===== src/dci_defs.vh =====
// Behaviour
// - revision command returns major revision byte then minor revision byte
// - status command returns the whole eight-bit debug status register
// - 16-bit cycle counter from zero, saturates, read high byte first
// - counter is overwritten by memory and register access commands
// - control-write command loads the following byte into the control register
// - under read protect the debug mode bit can be set, never cleared
// - control-read command returns the current control register value
// - program counter write takes high then low byte, only when permitted
// - program counter read returns high then low byte, all ones if barred
// - register transfers move 1 to 256 bytes, size zero meaning 256
// - register writes dropped outside debug mode; protect allows flash control only
// - register read returns all-ones bytes when barred
// - program memory framing: 16-bit address, 16-bit size, zero means 65536
// - program memory writes need unlock, debug mode and no read protect
// - program memory read moves 1 to 65536 bytes, all ones when barred
`ifndef DCI_DEFS_VH
`define DCI_DEFS_VH

`define DCI_CMD_REV       8'h00
`define DCI_CMD_STAT      8'h02
`define DCI_CMD_RTC       8'h03
`define DCI_CMD_CTL_WR    8'h04
`define DCI_CMD_CTL_RD    8'h05
`define DCI_CMD_PC_WR     8'h06
`define DCI_CMD_PC_RD     8'h07
`define DCI_CMD_REG_WR    8'h08
`define DCI_CMD_REG_RD    8'h09
`define DCI_CMD_PMEM_WR   8'h0A
`define DCI_CMD_PMEM_RD   8'h0B

`define DCI_CTL_MODE_BIT  7
`define DCI_CTL_RESET     8'h00
`define DCI_STAT_RESET    7'h00
`define DCI_OPT_RESET     2'h0
`define DCI_OPT_PROTECT   0
`define DCI_OPT_UNLOCK    1
`define DCI_RTC_MAX       16'hFFFF
`define DCI_FILL_BYTE     8'hFF
`define DCI_REG_MAX       17'h00100
`define DCI_PMEM_MAX      17'h10000
`define DCI_FLASH_CTL_LO  12'hFF8
`define DCI_FLASH_CTL_HI  12'hFF9

`define DCI_OFF_OPTION    8'h00
`define DCI_OFF_CONTROL   8'h04
`define DCI_OFF_STATUS    8'h08
`define DCI_OFF_RUNTIME   8'h0C

`define DCI_RESP_OKAY     2'h0
`define DCI_RESP_SLVERR   2'h2

`endif


===== src/dci_runtime_counter.v =====
`timescale 1ns/1ns
`include "dci_defs.vh"
module dci_runtime_counter
(
   input  wire        clock,
   input  wire        rst_n,
   input  wire        ce,
   input  wire        run,
   input  wire        clear,
   output wire [15:0] count
);

reg [15:0] count_q;
reg        run_q;

assign count = count_q;

////////////////////////////////////////////////////////////////////////////////
// restarts each time the core leaves debug mode, holds while halted
always @(posedge clock or negedge rst_n)
begin
   if (!rst_n)
   begin
      count_q <= 16'h0000;
      run_q   <= 1'b0;
   end
   else if (ce)
   begin
      run_q <= run;
      if (clear || (run && !run_q))
         count_q <= 16'h0000;
      else if (run && count_q != `DCI_RTC_MAX)
         count_q <= count_q + 16'h0001;
   end
end

endmodule


===== src/dci_axil_slave.v =====
`timescale 1ns/1ns
module dci_axil_slave
#(
   parameter ADDR_W = 8
)
(
   input  wire              clock,
   input  wire              rst_n,
   input  wire              ce,
   input  wire [ADDR_W-1:0] s_axil_awaddr,
   input  wire              s_axil_awvalid,
   output wire              s_axil_awready,
   input  wire [31:0]       s_axil_wdata,
   input  wire [3:0]        s_axil_wstrb,
   input  wire              s_axil_wvalid,
   output wire              s_axil_wready,
   output wire [1:0]        s_axil_bresp,
   output wire              s_axil_bvalid,
   input  wire              s_axil_bready,
   input  wire [ADDR_W-1:0] s_axil_araddr,
   input  wire              s_axil_arvalid,
   output wire              s_axil_arready,
   output wire [31:0]       s_axil_rdata,
   output wire [1:0]        s_axil_rresp,
   output wire              s_axil_rvalid,
   input  wire              s_axil_rready,
   output wire              wr_en,
   output wire [ADDR_W-1:0] wr_addr,
   output wire [31:0]       wr_data,
   output wire [3:0]        wr_strb,
   input  wire              wr_hit,
   output wire [ADDR_W-1:0] rd_addr,
   input  wire [31:0]       rd_data,
   input  wire              rd_hit
);

`include "dci_defs.vh"

reg              awready_q;
reg              wready_q;
reg              aw_full_q;
reg              w_full_q;
reg [ADDR_W-1:0] aw_q;
reg [31:0]       w_q;
reg [3:0]        ws_q;
reg              bvalid_q;
reg [1:0]        bresp_q;
reg              arready_q;
reg              rvalid_q;
reg [31:0]       rdata_q;
reg [1:0]        rresp_q;

assign s_axil_awready = awready_q;
assign s_axil_wready  = wready_q;
assign s_axil_bvalid  = bvalid_q;
assign s_axil_bresp   = bresp_q;
assign s_axil_arready = arready_q;
assign s_axil_rvalid  = rvalid_q;
assign s_axil_rdata   = rdata_q;
assign s_axil_rresp   = rresp_q;
// write fires once both halves are held, whichever came first
assign wr_en   = ce & aw_full_q & w_full_q & ~bvalid_q;
assign wr_addr = aw_q;
assign wr_data = w_q;
assign wr_strb = ws_q;
assign rd_addr = s_axil_araddr;

////////////////////////////////////////////////////////////////////////////////
always @(posedge clock or negedge rst_n)
begin
   if (!rst_n)
   begin
      awready_q <= 1'b1;
      wready_q  <= 1'b1;
      aw_full_q <= 1'b0;
      w_full_q  <= 1'b0;
      aw_q      <= {ADDR_W{1'b0}};
      w_q       <= 32'h00000000;
      ws_q      <= 4'h0;
      bvalid_q  <= 1'b0;
      bresp_q   <= `DCI_RESP_OKAY;
      arready_q <= 1'b1;
      rvalid_q  <= 1'b0;
      rdata_q   <= 32'h00000000;
      rresp_q   <= `DCI_RESP_OKAY;
   end
   else if (ce)
   begin
      if (s_axil_awvalid && awready_q)
      begin
         aw_q      <= s_axil_awaddr;
         aw_full_q <= 1'b1;
         awready_q <= 1'b0;
      end
      if (s_axil_wvalid && wready_q)
      begin
         w_q      <= s_axil_wdata;
         ws_q     <= s_axil_wstrb;
         w_full_q <= 1'b1;
         wready_q <= 1'b0;
      end
      if (wr_en)
      begin
         bvalid_q <= 1'b1;
         bresp_q  <= wr_hit ? `DCI_RESP_OKAY : `DCI_RESP_SLVERR;
      end
      else if (bvalid_q && s_axil_bready)
      begin
         bvalid_q  <= 1'b0;
         aw_full_q <= 1'b0;
         w_full_q  <= 1'b0;
         awready_q <= 1'b1;
         wready_q  <= 1'b1;
      end
      if (s_axil_arvalid && arready_q)
      begin
         arready_q <= 1'b0;
         rvalid_q  <= 1'b1;
         rdata_q   <= rd_hit ? rd_data : 32'h00000000;
         rresp_q   <= rd_hit ? `DCI_RESP_OKAY : `DCI_RESP_SLVERR;
      end
      else if (rvalid_q && s_axil_rready)
      begin
         rvalid_q  <= 1'b0;
         arready_q <= 1'b1;
      end
   end
end

endmodule


===== src/dci_debug_cmd.v =====
// Added by the designer: the register addresses and the AXI4-Lite slave port.
`timescale 1ns/1ns
`include "dci_defs.vh"
module dci_debug_cmd
#(
   parameter [15:0] REVISION = 16'h0101,  // arbitrary value
   parameter        ADDR_W   = 8
)
(
   input  wire              clock,
   input  wire              rst_n,
   input  wire              ce,
   input  wire [7:0]        rx_data,
   input  wire              rx_valid,
   output wire              rx_ready,
   output wire [7:0]        tx_data,
   output wire              tx_valid,
   input  wire              tx_ready,
   output wire [7:0]        debug_ctrl,
   output wire              debug_mode,
   input  wire [15:0]       cpu_pc,
   output wire              pc_load,
   output wire [15:0]       pc_value,
   output wire              mem_req,
   output wire              mem_we,
   output wire              mem_space,
   output wire [15:0]       mem_addr,
   output wire [7:0]        mem_wdata,
   input  wire [7:0]        mem_rdata,
   input  wire              mem_rvalid,
   input  wire [ADDR_W-1:0] s_axil_awaddr,
   input  wire              s_axil_awvalid,
   output wire              s_axil_awready,
   input  wire [31:0]       s_axil_wdata,
   input  wire [3:0]        s_axil_wstrb,
   input  wire              s_axil_wvalid,
   output wire              s_axil_wready,
   output wire [1:0]        s_axil_bresp,
   output wire              s_axil_bvalid,
   input  wire              s_axil_bready,
   input  wire [ADDR_W-1:0] s_axil_araddr,
   input  wire              s_axil_arvalid,
   output wire              s_axil_arready,
   output wire [31:0]       s_axil_rdata,
   output wire [1:0]        s_axil_rresp,
   output wire              s_axil_rvalid,
   input  wire              s_axil_rready
);

// bit 2 of the state code is the "accepting link bytes" flag
localparam [2:0] S_SEND  = 3'b000;
localparam [2:0] S_RREQ  = 3'b001;
localparam [2:0] S_RWAIT = 3'b010;
localparam [2:0] S_IDLE  = 3'b100;
localparam [2:0] S_ARG   = 3'b101;
localparam [2:0] S_WDATA = 3'b110;

reg [2:0]   state_q;
reg [7:0]   cmd_q;
reg [2:0]   argn_q;
reg [23:0]  arg_q;
reg [15:0]  resp_q;
reg         respn_q;
reg [16:0]  len_q;
reg [15:0]  addr_q;
reg [7:0]   ctrl_q;
reg [6:0]   stat_q;
reg [1:0]   opt_q;
reg [7:0]   tx_data_q;
reg         tx_valid_q;
reg         pc_load_q;
reg [15:0]  pc_value_q;
reg         mem_req_q;
reg         mem_we_q;
reg         mem_space_q;
reg [15:0]  mem_addr_q;
reg [7:0]   mem_wdata_q;
reg         rt_clear_q;

wire             rx_take;
wire             tx_done;
wire [31:0]      arg_full;
wire             dbg_ok;
wire             wr_ok;
wire [15:0]      rt_count;
wire             wr_en;
wire [ADDR_W-1:0] wr_addr;
wire [31:0]      wr_data;
wire [3:0]       wr_strb;
wire [ADDR_W-1:0] rd_addr;
reg  [31:0]      rd_data;
reg              rd_hit;
reg              wr_hit;

////////////////////////////////////////////////////////////////////////////////
function [2:0] arg_count;
   input [7:0] c;
   begin
      if (c == `DCI_CMD_CTL_WR)
         arg_count = 3'd1;
      else if (c == `DCI_CMD_PC_WR)
         arg_count = 3'd2;
      else if (c == `DCI_CMD_REG_WR || c == `DCI_CMD_REG_RD)
         arg_count = 3'd3;
      else if (c == `DCI_CMD_PMEM_WR || c == `DCI_CMD_PMEM_RD)
         arg_count = 3'd4;
      else
         arg_count = 3'd0;
   end
endfunction

function is_flash_ctl;
   input [11:0] a;
   begin
      is_flash_ctl = (a >= `DCI_FLASH_CTL_LO) && (a <= `DCI_FLASH_CTL_HI);
   end
endfunction

////////////////////////////////////////////////////////////////////////////////
assign rx_ready   = state_q[2];
assign rx_take    = ce & rx_valid & state_q[2];
assign tx_done    = tx_valid_q & tx_ready;
assign arg_full   = {arg_q, rx_data};
assign dbg_ok     = ctrl_q[`DCI_CTL_MODE_BIT] & ~opt_q[`DCI_OPT_PROTECT];
assign wr_ok      = (cmd_q == `DCI_CMD_REG_WR) ?
                    (ctrl_q[`DCI_CTL_MODE_BIT] &
                     (~opt_q[`DCI_OPT_PROTECT] | is_flash_ctl(addr_q[11:0]))) :
                    (dbg_ok & opt_q[`DCI_OPT_UNLOCK]);
assign tx_data    = tx_data_q;
assign tx_valid   = tx_valid_q;
assign debug_ctrl = ctrl_q;
assign debug_mode = ctrl_q[`DCI_CTL_MODE_BIT];
assign pc_load    = pc_load_q;
assign pc_value   = pc_value_q;
assign mem_req    = mem_req_q;
assign mem_we     = mem_we_q;
assign mem_space  = mem_space_q;
assign mem_addr   = mem_addr_q;
assign mem_wdata  = mem_wdata_q;

////////////////////////////////////////////////////////////////////////////////
dci_runtime_counter u_rtc
(
   .clock (clock),
   .rst_n (rst_n),
   .ce    (ce),
   .run   (~ctrl_q[`DCI_CTL_MODE_BIT]),
   .clear (rt_clear_q),
   .count (rt_count)
);

dci_axil_slave #(.ADDR_W(ADDR_W)) u_bus
(
   .clock          (clock),
   .rst_n          (rst_n),
   .ce             (ce),
   .s_axil_awaddr  (s_axil_awaddr),
   .s_axil_awvalid (s_axil_awvalid),
   .s_axil_awready (s_axil_awready),
   .s_axil_wdata   (s_axil_wdata),
   .s_axil_wstrb   (s_axil_wstrb),
   .s_axil_wvalid  (s_axil_wvalid),
   .s_axil_wready  (s_axil_wready),
   .s_axil_bresp   (s_axil_bresp),
   .s_axil_bvalid  (s_axil_bvalid),
   .s_axil_bready  (s_axil_bready),
   .s_axil_araddr  (s_axil_araddr),
   .s_axil_arvalid (s_axil_arvalid),
   .s_axil_arready (s_axil_arready),
   .s_axil_rdata   (s_axil_rdata),
   .s_axil_rresp   (s_axil_rresp),
   .s_axil_rvalid  (s_axil_rvalid),
   .s_axil_rready  (s_axil_rready),
   .wr_en          (wr_en),
   .wr_addr        (wr_addr),
   .wr_data        (wr_data),
   .wr_strb        (wr_strb),
   .wr_hit         (wr_hit),
   .rd_addr        (rd_addr),
   .rd_data        (rd_data),
   .rd_hit         (rd_hit)
);

////////////////////////////////////////////////////////////////////////////////
// software side map
always @*
begin
   rd_data = 32'h00000000;
   rd_hit  = 1'b1;
   if (rd_addr == `DCI_OFF_OPTION)
      rd_data = {30'h00000000, opt_q};
   else if (rd_addr == `DCI_OFF_CONTROL)
      rd_data = {24'h000000, ctrl_q};
   else if (rd_addr == `DCI_OFF_STATUS)
      rd_data = {24'h000000, ctrl_q[`DCI_CTL_MODE_BIT], stat_q};
   else if (rd_addr == `DCI_OFF_RUNTIME)
      rd_data = {16'h0000, rt_count};
   else
      rd_hit = 1'b0;
end

always @*
begin
   wr_hit = (wr_addr == `DCI_OFF_OPTION) || (wr_addr == `DCI_OFF_CONTROL) ||
            (wr_addr == `DCI_OFF_STATUS) || (wr_addr == `DCI_OFF_RUNTIME);
end

always @(posedge clock or negedge rst_n)
begin
   if (!rst_n)
   begin
      opt_q  <= `DCI_OPT_RESET;
      stat_q <= `DCI_STAT_RESET;
   end
   else if (wr_en && wr_strb[0])
   begin
      // control and runtime words ignore writes
      if (wr_addr == `DCI_OFF_OPTION)
         opt_q <= wr_data[1:0];
      else if (wr_addr == `DCI_OFF_STATUS)
         stat_q <= wr_data[6:0];
   end
end

////////////////////////////////////////////////////////////////////////////////
// command sequencer
always @(posedge clock or negedge rst_n)
begin
   if (!rst_n)
   begin
      state_q     <= S_IDLE;
      cmd_q       <= 8'h00;
      argn_q      <= 3'd0;
      arg_q       <= 24'h000000;
      resp_q      <= 16'h0000;
      respn_q     <= 1'b0;
      len_q       <= 17'h00000;
      addr_q      <= 16'h0000;
      ctrl_q      <= `DCI_CTL_RESET;
      tx_data_q   <= 8'h00;
      tx_valid_q  <= 1'b0;
      pc_load_q   <= 1'b0;
      pc_value_q  <= 16'h0000;
      mem_req_q   <= 1'b0;
      mem_we_q    <= 1'b0;
      mem_space_q <= 1'b0;
      mem_addr_q  <= 16'h0000;
      mem_wdata_q <= 8'h00;
      rt_clear_q  <= 1'b0;
   end
   else if (ce)
   begin
      pc_load_q  <= 1'b0;
      mem_req_q  <= 1'b0;
      rt_clear_q <= 1'b0;
      case (state_q)
      S_IDLE:
         if (rx_take)
         begin
            cmd_q  <= rx_data;
            argn_q <= arg_count(rx_data);
            if (rx_data == `DCI_CMD_REV)
            begin
               tx_data_q  <= REVISION[15:8];
               resp_q     <= {REVISION[7:0], 8'h00};
               respn_q    <= 1'b1;
               tx_valid_q <= 1'b1;
               state_q    <= S_SEND;
            end
            else if (rx_data == `DCI_CMD_STAT)
            begin
               tx_data_q  <= {ctrl_q[`DCI_CTL_MODE_BIT], stat_q};
               respn_q    <= 1'b0;
               tx_valid_q <= 1'b1;
               state_q    <= S_SEND;
            end
            else if (rx_data == `DCI_CMD_RTC)
            begin
               tx_data_q  <= rt_count[15:8];
               resp_q     <= {rt_count[7:0], 8'h00};
               respn_q    <= 1'b1;
               tx_valid_q <= 1'b1;
               state_q    <= S_SEND;
            end
            else if (rx_data == `DCI_CMD_CTL_RD)
            begin
               tx_data_q  <= ctrl_q;
               respn_q    <= 1'b0;
               tx_valid_q <= 1'b1;
               state_q    <= S_SEND;
            end
            else if (rx_data == `DCI_CMD_PC_RD)
            begin
               tx_data_q  <= dbg_ok ? cpu_pc[15:8] : `DCI_FILL_BYTE;
               resp_q     <= {(dbg_ok ? cpu_pc[7:0] : `DCI_FILL_BYTE), 8'h00};
               respn_q    <= 1'b1;
               tx_valid_q <= 1'b1;
               state_q    <= S_SEND;
            end
            else if (arg_count(rx_data) != 3'd0)
               state_q <= S_ARG;
            // any other byte just falls through
         end
      S_ARG:
         if (rx_take)
         begin
            arg_q  <= arg_full[23:0];
            argn_q <= argn_q - 3'd1;
            if (argn_q == 3'd1)
            begin
               state_q <= S_IDLE;
               if (cmd_q == `DCI_CMD_CTL_WR)
               begin
                  ctrl_q <= rx_data;
                  // protected part: once in debug mode only reset or clearing the protect option bit gets out
                  if (opt_q[`DCI_OPT_PROTECT] && ctrl_q[`DCI_CTL_MODE_BIT])
                     ctrl_q[`DCI_CTL_MODE_BIT] <= 1'b1;
               end
               else if (cmd_q == `DCI_CMD_PC_WR)
               begin
                  if (dbg_ok)
                  begin
                     pc_load_q  <= 1'b1;
                     pc_value_q <= arg_full[15:0];
                  end
               end
               else if (cmd_q == `DCI_CMD_REG_WR || cmd_q == `DCI_CMD_REG_RD)
               begin
                  addr_q     <= {4'h0, arg_full[19:8]};
                  len_q      <= (arg_full[7:0] == 8'h00) ? `DCI_REG_MAX :
                                {9'h000, arg_full[7:0]};
                  rt_clear_q <= 1'b1;
                  state_q    <= (cmd_q == `DCI_CMD_REG_WR) ? S_WDATA : S_RREQ;
               end
               else
               begin
                  addr_q     <= arg_full[31:16];
                  len_q      <= (arg_full[15:0] == 16'h0000) ? `DCI_PMEM_MAX :
                                {1'b0, arg_full[15:0]};
                  rt_clear_q <= 1'b1;
                  state_q    <= (cmd_q == `DCI_CMD_PMEM_WR) ? S_WDATA : S_RREQ;
               end
            end
         end
      S_WDATA:
         if (rx_take)
         begin
            // barred bytes are still consumed so framing stays intact
            if (wr_ok)
            begin
               mem_req_q   <= 1'b1;
               mem_we_q    <= 1'b1;
               mem_space_q <= (cmd_q == `DCI_CMD_PMEM_WR);
               mem_addr_q  <= addr_q;
               mem_wdata_q <= rx_data;
            end
            addr_q <= addr_q + 16'h0001;
            len_q  <= len_q - 17'h00001;
            if (len_q == 17'h00001)
               state_q <= S_IDLE;
         end
      S_RREQ:
         if (dbg_ok)
         begin
            mem_req_q   <= 1'b1;
            mem_we_q    <= 1'b0;
            mem_space_q <= (cmd_q == `DCI_CMD_PMEM_RD);
            mem_addr_q  <= addr_q;
            state_q     <= S_RWAIT;
         end
         else
         begin
            tx_data_q  <= `DCI_FILL_BYTE;
            tx_valid_q <= 1'b1;
            respn_q    <= 1'b0;
            addr_q     <= addr_q + 16'h0001;
            len_q      <= len_q - 17'h00001;
            state_q    <= S_SEND;
         end
      S_RWAIT:
         if (mem_rvalid)
         begin
            tx_data_q  <= mem_rdata;
            tx_valid_q <= 1'b1;
            respn_q    <= 1'b0;
            addr_q     <= addr_q + 16'h0001;
            len_q      <= len_q - 17'h00001;
            state_q    <= S_SEND;
         end
      S_SEND:
         if (tx_done)
         begin
            if (respn_q)
            begin
               tx_data_q <= resp_q[15:8];
               respn_q   <= 1'b0;
            end
            else
            begin
               tx_valid_q <= 1'b0;
               if ((cmd_q == `DCI_CMD_REG_RD || cmd_q == `DCI_CMD_PMEM_RD) &&
                   len_q != 17'h00000)
                  state_q <= S_RREQ;
               else
                  state_q <= S_IDLE;
            end
         end
      default:
         state_q <= S_IDLE;
      endcase
   end
end

endmodule


===== config.mk =====
export PLATFORM = sky130hd
export DESIGN_NAME = dci_debug_cmd
export DESIGN_NICKNAME = d
export VERILOG_FILES = /design/src/dci_runtime_counter.v /design/src/dci_axil_slave.v /design/src/dci_debug_cmd.v
export VERILOG_INCLUDE_DIRS = /design/src
export SDC_FILE = /design/constraint.sdc
export NUM_CORES = 1
export LEC_CHECK = 0
export ABC_AREA = 1
export BUFFER_PORTS_ARGS = -buffer_cell sky130_fd_sc_hd__buf_2
export CORE_UTILIZATION = 40
export DETAILED_ROUTE_END_ITERATION = 6
export HOLD_SLACK_MARGIN = 0.05
export SYNTH_ARGS = -nofsm -noshare
export SYNTH_HDL_FRONTEND = slang
export SYNTH_SLANG_ARGS = --single-unit

===== constraint.sdc =====
create_clock -name clock -period 4.05 [get_ports clock]
set_input_delay 0.2025 -clock clock [delete_from_list [all_inputs] [get_ports clock]]
set_output_delay 0.2025 -clock clock [all_outputs]
set_load 0.01 [all_outputs]

==> impl_metrics.toml, run 1 <==
[clock_network]
clock_path_buffers = 3
cts_tree = "built"
htree_levels = 1
cts_resized = 0
clk_pin_slew_ns = 0.06
cts_root_buffer = "clkbuf_16"
cts_made_buffers = 24
post-cts-setup-buffers = 0
insertion_delay_ns = 0.51
cts.sinks = 209
cts_hold_buf = 31

[run_status]
failed_checks = "DRC"
status = "finished, violations left"

[route]
wl_met2_mm = 13.7
firstDrtPassIters = 7
vias = 10400
highest_layer = "met4"
via_per_inst = 5.03
met1_length_mm = 16.5
initialDrtViolationCount = 864
wirelength_mm = 32.8
met3_length_mm = 1.92
drcViolationCount = 4
routedWlPerCell_um = 16.0
ant_nets = 0

[timing]
final_hold_viol_count = 0
min_period_ns = 2.85
rsz0062_at_grt = "false"
worst_pin_slew_ns = 1.06
max_freq_ghz = 0.350
hold_ws_ns = 0.103
slew_viol_final = 0
min_period_over_period_pct = 70.5
setup-tns-final_ns = 0
final.setup_skew_ns = 0.00876
setup_violations = 0
slew_headroom_pct = 29.1

[setup_path]
cp-end-kind = "flop"
cp_max_fo = 40
critPathArrivalTime_ns = 3.26
startpoint_type = "flop"
critPathRequiredTime_ns = 4.45
path_class = "flop to flop"

[placed_design]
gp_congestion = 0.949
dpl.hpwl_mm = 23.7
port_buffers = 152

[die]
die-width_um = 171
die-area_um2 = 29400
coreArea_um2 = 28000
ioPinCount = 199
rows = 61
die_h_um = 171
initial_core_util_pct = 41.0

[yosys]
avgSynthCellArea_um2 = 7.64
yosysWarnings = 0
syn_inst = 1503
seq_area_frac_synth_pct = 45.6
ys_seq_elements = 209
synth_area_um2 = 11500
synth_cell_type_count = 52
async_flop_share_pct = 100
synthFlopType = "dfrtp_1"
synth_edf_count = 0

[pwr]
power.density_nw_per_um2 = 562
ir_drop_mv = 0.273
power.leakage_uw = 0.00682

[layout]
diodes = 0
drive_gt1_share_pct = 17.0
fin_nets = 1772
syn2layout_area_growth_pct = 17.2

[job]
max_cap_violations = 0

[grt]
grtUsageTotal_pct = 22.6
antenna_found_initial = 0
grt_overflow = 0
grt_max_degree = 104
grt_pass1_wl_mm = 51.9
grt_pass1_vias = 9364

[min_path]
hp-class = "input pin to flop"
-- through the flow --
stage                     cells  worst slack (ns)  power [µW]  utilization, %  area [µm²]
after CTS                  2059              1.16        7590            48.0       13500
final                      2059              1.20        7560            48.0       13500
after floorplan            1520              2.28        4780               -       11500
after global routing       2059             0.804        8110            48.0       13500
after global placement     1986              1.29        5430            44.3       12400
after detailed placement   1986              1.16        5480            44.3       12400
-- per-layer routing --
metal	vias to the layer above	GRT usage, %
met2	311	32.6
met3	42	3.13
met1	4853	35.0
met5	-	0
li1	5149	-
met4	0	5.86
-- path summary, 6_finish.rpt --
path	start	endpoint	slack, ns	cells after the start
worst min-delay path	mem_rdata[7]	tx_data[7]	0.10	5
worst min register to register	u_bus.s_axil_rdata[3]	u_bus.s_axil_rdata[3]	0.47	2
worst max-delay path	state_q[1]	pc_value[2]	1.20	9
min in group asynchronous	rst_n	pc_value[15]	0.35	2
max in group asynchronous	rst_n	u_bus.s_axil_awready	2.55	3
worst max register to register	state_q[1]	pc_value[2]	1.20	9
-- report_power, final --
| group | internal, µW | switching [µW] | total, µW |
|---|---|---|---|
| Clock | 1180 | 874 | 2050 |
| Combinational | 847 | 1560 | 2400 |
| Sequential | 2640 | 467 | 3110 |
-- state kept, by name, indices dropped and copies added (netlist names), 2 cells and up --
| register | flops |
|---|---|
| arg_q | 24 |
| len_q | 17 |
| addr_q | 16 |
| mem_addr | 16 |
| pc_value | 16 |
| u_bus.s_axil_rdata | 16 |
| u_rtc.count | 16 |
| cmd_q | 8 |
| debug_ctrl | 8 |
| mem_wdata | 8 |
| resp_q | 8 |
| tx_data | 8 |
| u_bus.wr_addr | 8 |
| stat_q | 7 |
| u_bus.wr_data | 7 |
| argn_q | 3 |
| state_q | 3 |
| opt_q | 2 |
-- cells in the mapped netlist (9+ instances only) --
master	instances	area (µm²)
a21oi_1	42	210
buf_2	20	100
buf_4	24	180
clkbuf_1	18	67.6
dfrtp_1	205	5130
ha_1	12	150
inv_1	135	507
inv_2	16	60.1
mux2_2	9	101
nand2_1	427	1600
nand2_2	9	56.3
nand3_1	123	616
nand4_1	15	93.8
nor2_1	143	537
nor2_2	13	81.3
nor3_1	24	120
o211ai_1	11	82.6
o21ai_0	102	510
o21ai_1	52	260
o31ai_1	10	75.1
xor2_1	14	123
-- cell families after synthesis --
kind of cell | Yosys count | share of synthesized area (%)
adders and majority gates | 12 | 1.31
DFF | 209 | 45.6
AOI/OAI and AO/OA | 238 | 11.5
and+or+nand+nor | 792 | 30.5
buffers and inverters | 222 | 8.74
xor gates and xnor gates | 20 | 1.53
muxes | 9 | 0.883
other | 1 | 0.0327
-- layout make-up --
| type | instances | area [µm²] |
|---|---|---|
| well taps | 378 | 473 |
| fillers | 2858 | 14600 |
| flip-flops and latches | 209 | 5240 |
| clock inverters | 9 | 51.3 |
| multi-input cells | 1089 | 5310 |
| inverters | 153 | 577 |
| clock buffers | 33 | 686 |
| repair buffers | 188 | 1130 |
-- critical path, cell delays in order, from the launching register on --
cell	delay, ns
dfrtp_1	0.39
inv_1	0.12
ha_1	0.30
inv_2	0.10
nor2_4	0.11
buf_4	0.35
inv_2	0.19
nor2_2	0.15
nand2_1	0.59
o21ai_0	0.43
-- cell usage in the layout, fill, tap and decap left out, drive strengths merged --
cell type      n
clkbuf        34
nor2         161
o21bai         2
o31ai         10
a22oi          2
nor4           3
a22o           1
nand3        131
clkinv         9
inv          152
ha            12
clkinvlp       1
dfrtp        205
nand3b         4
buf          156
nand4         17
a21boi         2
o21a           1
nand2        440
nor3          27
or2            7
o21ai        159
o22ai          2
o211ai        11
a211oi         1
nor3b          1
nor4b          1
a21oi         47
mux2           9
dfstp          4
conb          18
dlygate4sd3   31
xor2          14
xnor2          6
Note: power is estimated with default switching activity, not from simulation.
==> inputs of run 2 (changes only) <==
==> constraint.sdc (replaced) <==
create_clock -name clock -period 2.75 [get_ports clock]
set_input_delay 0.1375 -clock clock [delete_from_list [all_inputs] [get_ports clock]]
set_output_delay 0.1375 -clock clock [all_outputs]
set_load 0.01 [all_outputs]
==> run 2 against run 1 <==
Net effect:
- the flow now finishes without violations
- clock-buffer cell count up 2
- hold slack got worse by 0.037 ns
- die area did not move
- critical endpoint is now addr_q[15]
==> impl_metrics.toml, run 2 (synthesis results as in run 1) <==
[run_status]
status = "finished clean"

[setup_path]
crit_chain = "inv_1, ha_1, nand2_4, inv_2, nand2_1, nand2_1, nor3_4, nand2_4, inv_4, buf_12, nor2_1, a21oi_1"
cp-end-kind = "flop"
slowest_stage = "dfrtp_1"
crit_cells = 12
path_class = "flop to flop"
max_stage_delay_ns = 0.36
path_buf_inv = 4
critPathRequiredTime_ns = 3.19
crit_path_end = "addr_q[15]"
cp_max_fo = 28
r2r_setup_slack_ns = 0.52
reg2reg_from = "state_q[1]"
worstReg2RegEnd = "addr_q[15]"
critPathArrivalTime_ns = 2.67
startpoint_type = "flop"
path_delay_family = "simple AND/OR/NAND/NOR gates"
rr_worst_depth = 12
cp-startpoint = "state_q[1]"

[timing]
min_period_ns = 2.23
worst_pin_slew_ns = 0.635
min_period_over_period_pct = 81.1
rsz0062_at_grt = "false"
slew_viol_final = 0
final_hold_viol_count = 0
final.setup_skew_ns = 0.00941
slew_headroom_pct = 57.6
hold_ws_ns = 0.0653
fin_ws_ns = 0.519
max_freq_ghz = 0.448
setup_violations = 0
setup-tns-final_ns = 0

[pwr]
switching_share_pct = 37.1
p_int_uw = 7160
power.density_nw_per_um2 = 832
total_power_uw = 11400
power_frac_seq_pct = 40.1
clock_power_share_pct = 28.6
ir_drop_mv = 0.457
power.leakage_uw = 0.00694
power_switching_uw = 4230
p_comb_share_pct = 31.3

[clock_network]
cts_made_buffers = 24
cts.sinks = 209
clk_pin_slew_ns = 0.06
cts_root_buffer = "clkbuf_16"
cts_resized = 0
clock_path_buffers = 3
htree_levels = 1
insertion_delay_ns = 0.52
cts_tree = "built"

[route]
ant_nets = 0
via_per_inst = 4.98
wirelength_mm = 32.6
drcViolationCount = 0
vias = 10400
routedWlPerCell_um = 15.7
initialDrtViolationCount = 864
firstDrtPassIters = 5

[layout]
fill_cells = 2830
drive_gt1_share_pct = 17.6
final_core_util_pct = 48.9
fin_nets = 1790
largest_reg_flops = 24
top_register = "arg_q"
final_common_cell = "nand2_1"
syn2layout_area_growth_pct = 19.3
mostFrequentLayoutCells = "nand2_1 (427), dfrtp_1 (205), buf_2 (151)"
diodes = 0
largest_registers = "arg_q (24), len_q (17)"

[placed_design]
dpl.hpwl_mm = 23.9
port_buffers = 152
dp_slack_ns = 0.538
gp_congestion = 0.900

[grt]
grtUsageTotal_pct = 22.7
grt_pass1_vias = 9421
grt_pass1_wl_mm = 51.9
antenna_found_initial = 0
grt_max_degree = 67
grt_overflow = 0

[die]
rows = 61
die-width_um = 171
initial_core_util_pct = 41.0
die_h_um = 171
die-area_um2 = 29400
ioPinCount = 199
coreArea_um2 = 28000

[min_path]
hp-class = "input pin to flop"

[job]
max_cap_violations = 0
run 2: cell types whose count changed in the layout (fill, tap and decap cells not counted):
cell,previous run,this run
buf_4,4,16
dlygate4sd3_1,31,35
buf_12,1,3
bufinv_16,0,2
clkbuf_8,4,6
clkinv_2,7,5
clkinv_4,1,0
run 2: per-layer routing:
layer | vias to the layer above | wire [µm] | part of all wire, % | global-route usage [%]
li1 | 5192 | - | - | -
met4 | 0 | 490 | 1.5 | 4.81
met5 | - | 0 | 0 | 0
met2 | 302 | 13700 | 42 | 32.6
met3 | 33 | 1970 | 6.0 | 3.43
met1 | 4828 | 16500 | 51 | 35.4
run 2: worst min-delay path by stage:
stage,depth (start not counted),start,to,slack [ns]
floorplan,0,rst_n,addr_q[0],-0.16
global placement,1,rst_n,pc_value[15],0.20
detailed placement,1,rst_n,pc_value[15],0.20
CTS,5,mem_rdata[0],tx_data[0],0.05
global route,5,mem_rdata[6],tx_data[6],0.08
finish,5,mem_rdata[0],tx_data[0],0.07
run 2: area by class of cell:
| cell class | instances | area, µm² | share of cell area [%] |
|---|---|---|---|
| clock buffers | 35 | 713 | 5.21 |
| inverters | 153 | 577 | 4.21 |
| well taps | 378 | 473 | 3.45 |
| repair buffers | 206 | 1300 | 9.49 |
| multi-input cells | 1089 | 5310 | 38.7 |
| clock inverters | 8 | 92.6 | 0.676 |
| flip-flops and latches | 209 | 5240 | 38.2 |
run 2: timing repair:
action	4_1_cts	5_1_grt
setup buffers	0	0
hold endpoints to repair	103	0
hold buffers	35	0
run 2: power by group through the flow:
| stage | Combinational (µW) | Sequential [µW] | Clock, µW |
|---|---|---|---|
| floorplan | 2570 | 4460 | 0 |
| global placement | 3450 | 4590 | 0 |
| detailed placement | 3480 | 4610 | 0 |
| CTS | 3550 | 4560 | 3330 |
| global route | 4070 | 4690 | 3460 |
| finish | 3560 | 4570 | 3260 |
run 2: metrics by stage:
step,cell area [µm²],instances
finish,13700,2078
floorplan,11500,1520
CTS,13700,2078
global placement,12500,2000
detailed placement,12500,2000
global route,13700,2078
run 2: worst register-to-register path, cell delays in order, from the launching register on:
cell and delay, ns:
dfrtp_1 0.36, inv_1 0.09, ha_1 0.27, nand2_4 0.15, inv_2 0.09, nand2_1 0.12, nand2_1 0.10, nor3_4 0.20
nand2_4 0.18, inv_4 0.21, buf_12 0.21, nor2_1 0.06, a21oi_1 0.11
==> inputs of run 3 (changes only) <==
--- a/config.mk
+++ b/config.mk
@@ -6,7 +6,7 @@
 export SDC_FILE = /design/constraint.sdc
 export NUM_CORES = 1
 export LEC_CHECK = 0
-export ABC_AREA = 1
+export ABC_AREA = 0
 export BUFFER_PORTS_ARGS = -buffer_cell sky130_fd_sc_hd__buf_2
 export CORE_UTILIZATION = 40
 export DETAILED_ROUTE_END_ITERATION = 6
==> constraint.sdc (replaced) <==
create_clock -name clock -period 2.08 [get_ports clock]
set_input_delay 0.104 -clock clock [delete_from_list [all_inputs] [get_ports clock]]
set_output_delay 0.104 -clock clock [all_outputs]
set_load 0.01 [all_outputs]
==> run 3 against run 2 <==
Net effect:
- the flow now finishes with violations (setup timing)
- critical endpoint is now mem_wdata[2]
- highest routed layer unchanged
- non-clock buffer count increased by 150
- largest cell class unchanged
- critical path depth decreased by 5
- utilization increased by 7.4 points
==> impl_metrics.toml, run 3 <==
[grt]
grt_overflow = 0
grt_max_degree = 58
grtUsageTotal_pct = 24.1
grt_pass1_wl_mm = 53.0
grt_pass1_vias = 9476
antenna_found_initial = 0

[route]
initialDrtViolationCount = 706
ant_nets = 0
routedWlPerCell_um = 19.7
firstDrtPassIters = 6
drcViolationCount = 0
vias = 9750
via_per_inst = 5.67
wirelength_mm = 33.9

[pwr]
switching_share_pct = 36.6
power_switching_uw = 6770
power.density_nw_per_um2 = 1250
p_int_uw = 11700
ir_drop_mv = 0.764
p_comb_share_pct = 44.3
power_frac_seq_pct = 32.4
clock_power_share_pct = 23.3
power.leakage_uw = 0.00693

[yosys]
ys_seq_elements = 209
seq_area_frac_synth_pct = 48.2
synth_top_area_share_pct = 47.3
synth_cell_type_count = 82
synth-simple-area-share_pct = 13.7
avgSynthCellArea_um2 = 10.4
async_flop_share_pct = 100
synth_area_um2 = 10900
yosys.area.top_type = "dfrtp_1"
ys_top_cells_by_count = "dfrtp_1 (205), mux2_2 (110), nand2_1 (69), o21ai_0 (69), nor2_1 (67)"
synth_top_family_by_area = "compound AO/OA/AOI/OAI gates"
synth_mux_area_share_pct = 12.5
synth_fa_ha_area_share_pct = 1.38
synth.area.top_cells = "dfrtp_1 (47%), mux2_2 (11%), o21ai_0 (3.2%)"
synth_edf_count = 0
synth_most_common_cell = "dfrtp_1"
synth_compound_area_share_pct = 18.6
syn_inst = 1043
yosysWarnings = 0
synthXorXnorAreaFrac_pct = 0.968
synthFlopType = "dfrtp_1"

[die]
coreArea_um2 = 26400
die-area_um2 = 27800
die-width_um = 167
rows = 59
initial_core_util_pct = 41.2
ioPinCount = 199
die_h_um = 167

[timing]
worst_pin_slew_ns = 0.525
setup-tns-final_ns = -7.55
slew_viol_final = 0
min_period_ns = 2.32
setup_violations = 65
rsz0062_at_grt = "true"
fin_ws_ns = -0.239
max_freq_ghz = 0.431
final.setup_skew_ns = 0.0133
min_period_over_period_pct = 112
final_hold_viol_count = 0
slew_headroom_pct = 64.9

[placed_design]
dpl.hpwl_mm = 23.7
port_buffers = 152
gp_congestion = 0.917
dp_slack_ns = -0.213

[setup_path]
cp-end-kind = "flop"
startpoint_type = "flop"
path_class = "flop to flop"
critPathArrivalTime_ns = 2.72
cp_max_fo = 8
critPathRequiredTime_ns = 2.48

[clock_network]
clock_path_buffers = 3
clk_pin_slew_ns = 0.06
insertion_delay_ns = 0.53
cts_root_buffer = "clkbuf_16"
cts_tree = "built"
htree_levels = 1
cts_made_buffers = 24
cts.sinks = 209

[layout]
mostFrequentLayoutCells = "dfrtp_1 (205), buf_2 (151), buf_4 (134)"
largest_reg_flops = 24
largest_registers = "arg_q (24), len_q (17)"
fill_cells = 2256
fin_nets = 1474
top_register = "arg_q"
diodes = 0
final_common_cell = "dfrtp_1"
drive_gt1_share_pct = 38.7
syn2layout_area_growth_pct = 36.7

[min_path]
hp-class = "input pin to flop"

[run_status]
failed_checks = "setup timing"
status = "finished, violations left"

[job]
max_cap_violations = 0
-- run 3: changes by cell type in the layout (fill, tap and decap cells not counted), sizes merged, moves of 12 or more --
cell and change:
o21ai -89, buf +143, inv -115, nor2 -94, o22ai +12, nand2 -370, a31oi +19, a22o +16
nand2b +17, nor4 +15, nand3 -102, mux2 +101, o22a +15
-- run 3: power by group through the flow --
| stage | sequential, µW | combinational, µW | clock, µW |
|---|---|---|---|
| finish | 6000 | 8210 | 4310 |
| global route | 6130 | 8850 | 4540 |
| CTS | 5960 | 7650 | 4390 |
| detailed placement | 5980 | 6870 | 0 |
| global placement | 5940 | 6750 | 0 |
| floorplan | 5940 | 3860 | 0 |
-- run 3: cells by family (layout without fill, tap and decap cells) --
family          after synthesis  in the layout
fa+ha+maj                    12             12
buf+inv                     109            433
flops                       209            209
compound gates              294            294
other cells                   1             18
simple gates                287            287
mux                         119            119
xor+xnor                     12             12
-- run 3: final cells by class --
cell class | instances | area, µm² | share of cell area, %
clock buffers | 32 | 672 | 4.53
clock inverters | 11 | 128 | 0.860
inverters | 34 | 128 | 0.860
multi-input cells | 742 | 5560 | 37.5
flip-flops and latches | 209 | 5240 | 35.3
well taps | 335 | 419 | 2.83
repair buffers | 356 | 2690 | 18.1
-- run 3: worst paths after layout --
check	from	endpoint	slack (ns)	cells past startpoint
min reg2reg	mem_req	mem_req	0.48	1
max in group asynchronous	rst_n	mem_we	1.25	3
max	cmd_q[6]	mem_wdata[2]	-0.24	7
max reg2reg	cmd_q[6]	mem_wdata[2]	-0.24	7
min	mem_rdata[7]	tx_data[7]	0.05	4
min in group asynchronous	rst_n	u_bus.wr_addr[1]	0.12	2
-- run 3: metal layers --
metal | vias up | GRT usage, % | routed length (µm)
met5 | - | 0 | 0
li1 | 4507 | - | -
met2 | 363 | 36.6 | 15300
met1 | 4834 | 35.1 | 15500
met3 | 46 | 5.06 | 2580
met4 | 0 | 6.12 | 543
-- run 3: worst max-delay path, cell delays in order (launching register included) --
cell	delay, ns
dfrtp_1	0.38
or4_4	0.56
nor4_4	0.22
buf_4	0.17
o21ai_2	0.05
a211oi_2	0.29
buf_6	0.21
mux2_4	0.31
-- run 3: what timing repair did --
| item | 4_1_cts | 5_1_grt |
|---|---|---|
| endpoints found under the setup margin | 80 | 104 |
| buffers inserted | 9 | 11 |
| pin swaps | 2 | 13 |
| hold buffers | 42 | 0 |
| cloned | 4 | 0 |
| gates resized for setup | 44 | 57 |
| endpoints found under the hold margin | 250 | 0 |
-- run 3: stage by stage --
stage / cells / hold slack, ns / util [%] / power [µW] / instance area (µm²)
after floorplan: 1060 / -0.192 / - / 9800 / 11000
after global placement: 1613 / 0.116 / 49.4 / 12700 / 13000
after detailed placement: 1613 / 0.117 / 49.4 / 12900 / 13000
after CTS: 1711 / 0.0593 / 55.4 / 18000 / 14600
after global routing: 1719 / 0.0663 / 56.3 / 19500 / 14800
final: 1719 / 0.0528 / 56.3 / 18500 / 14800
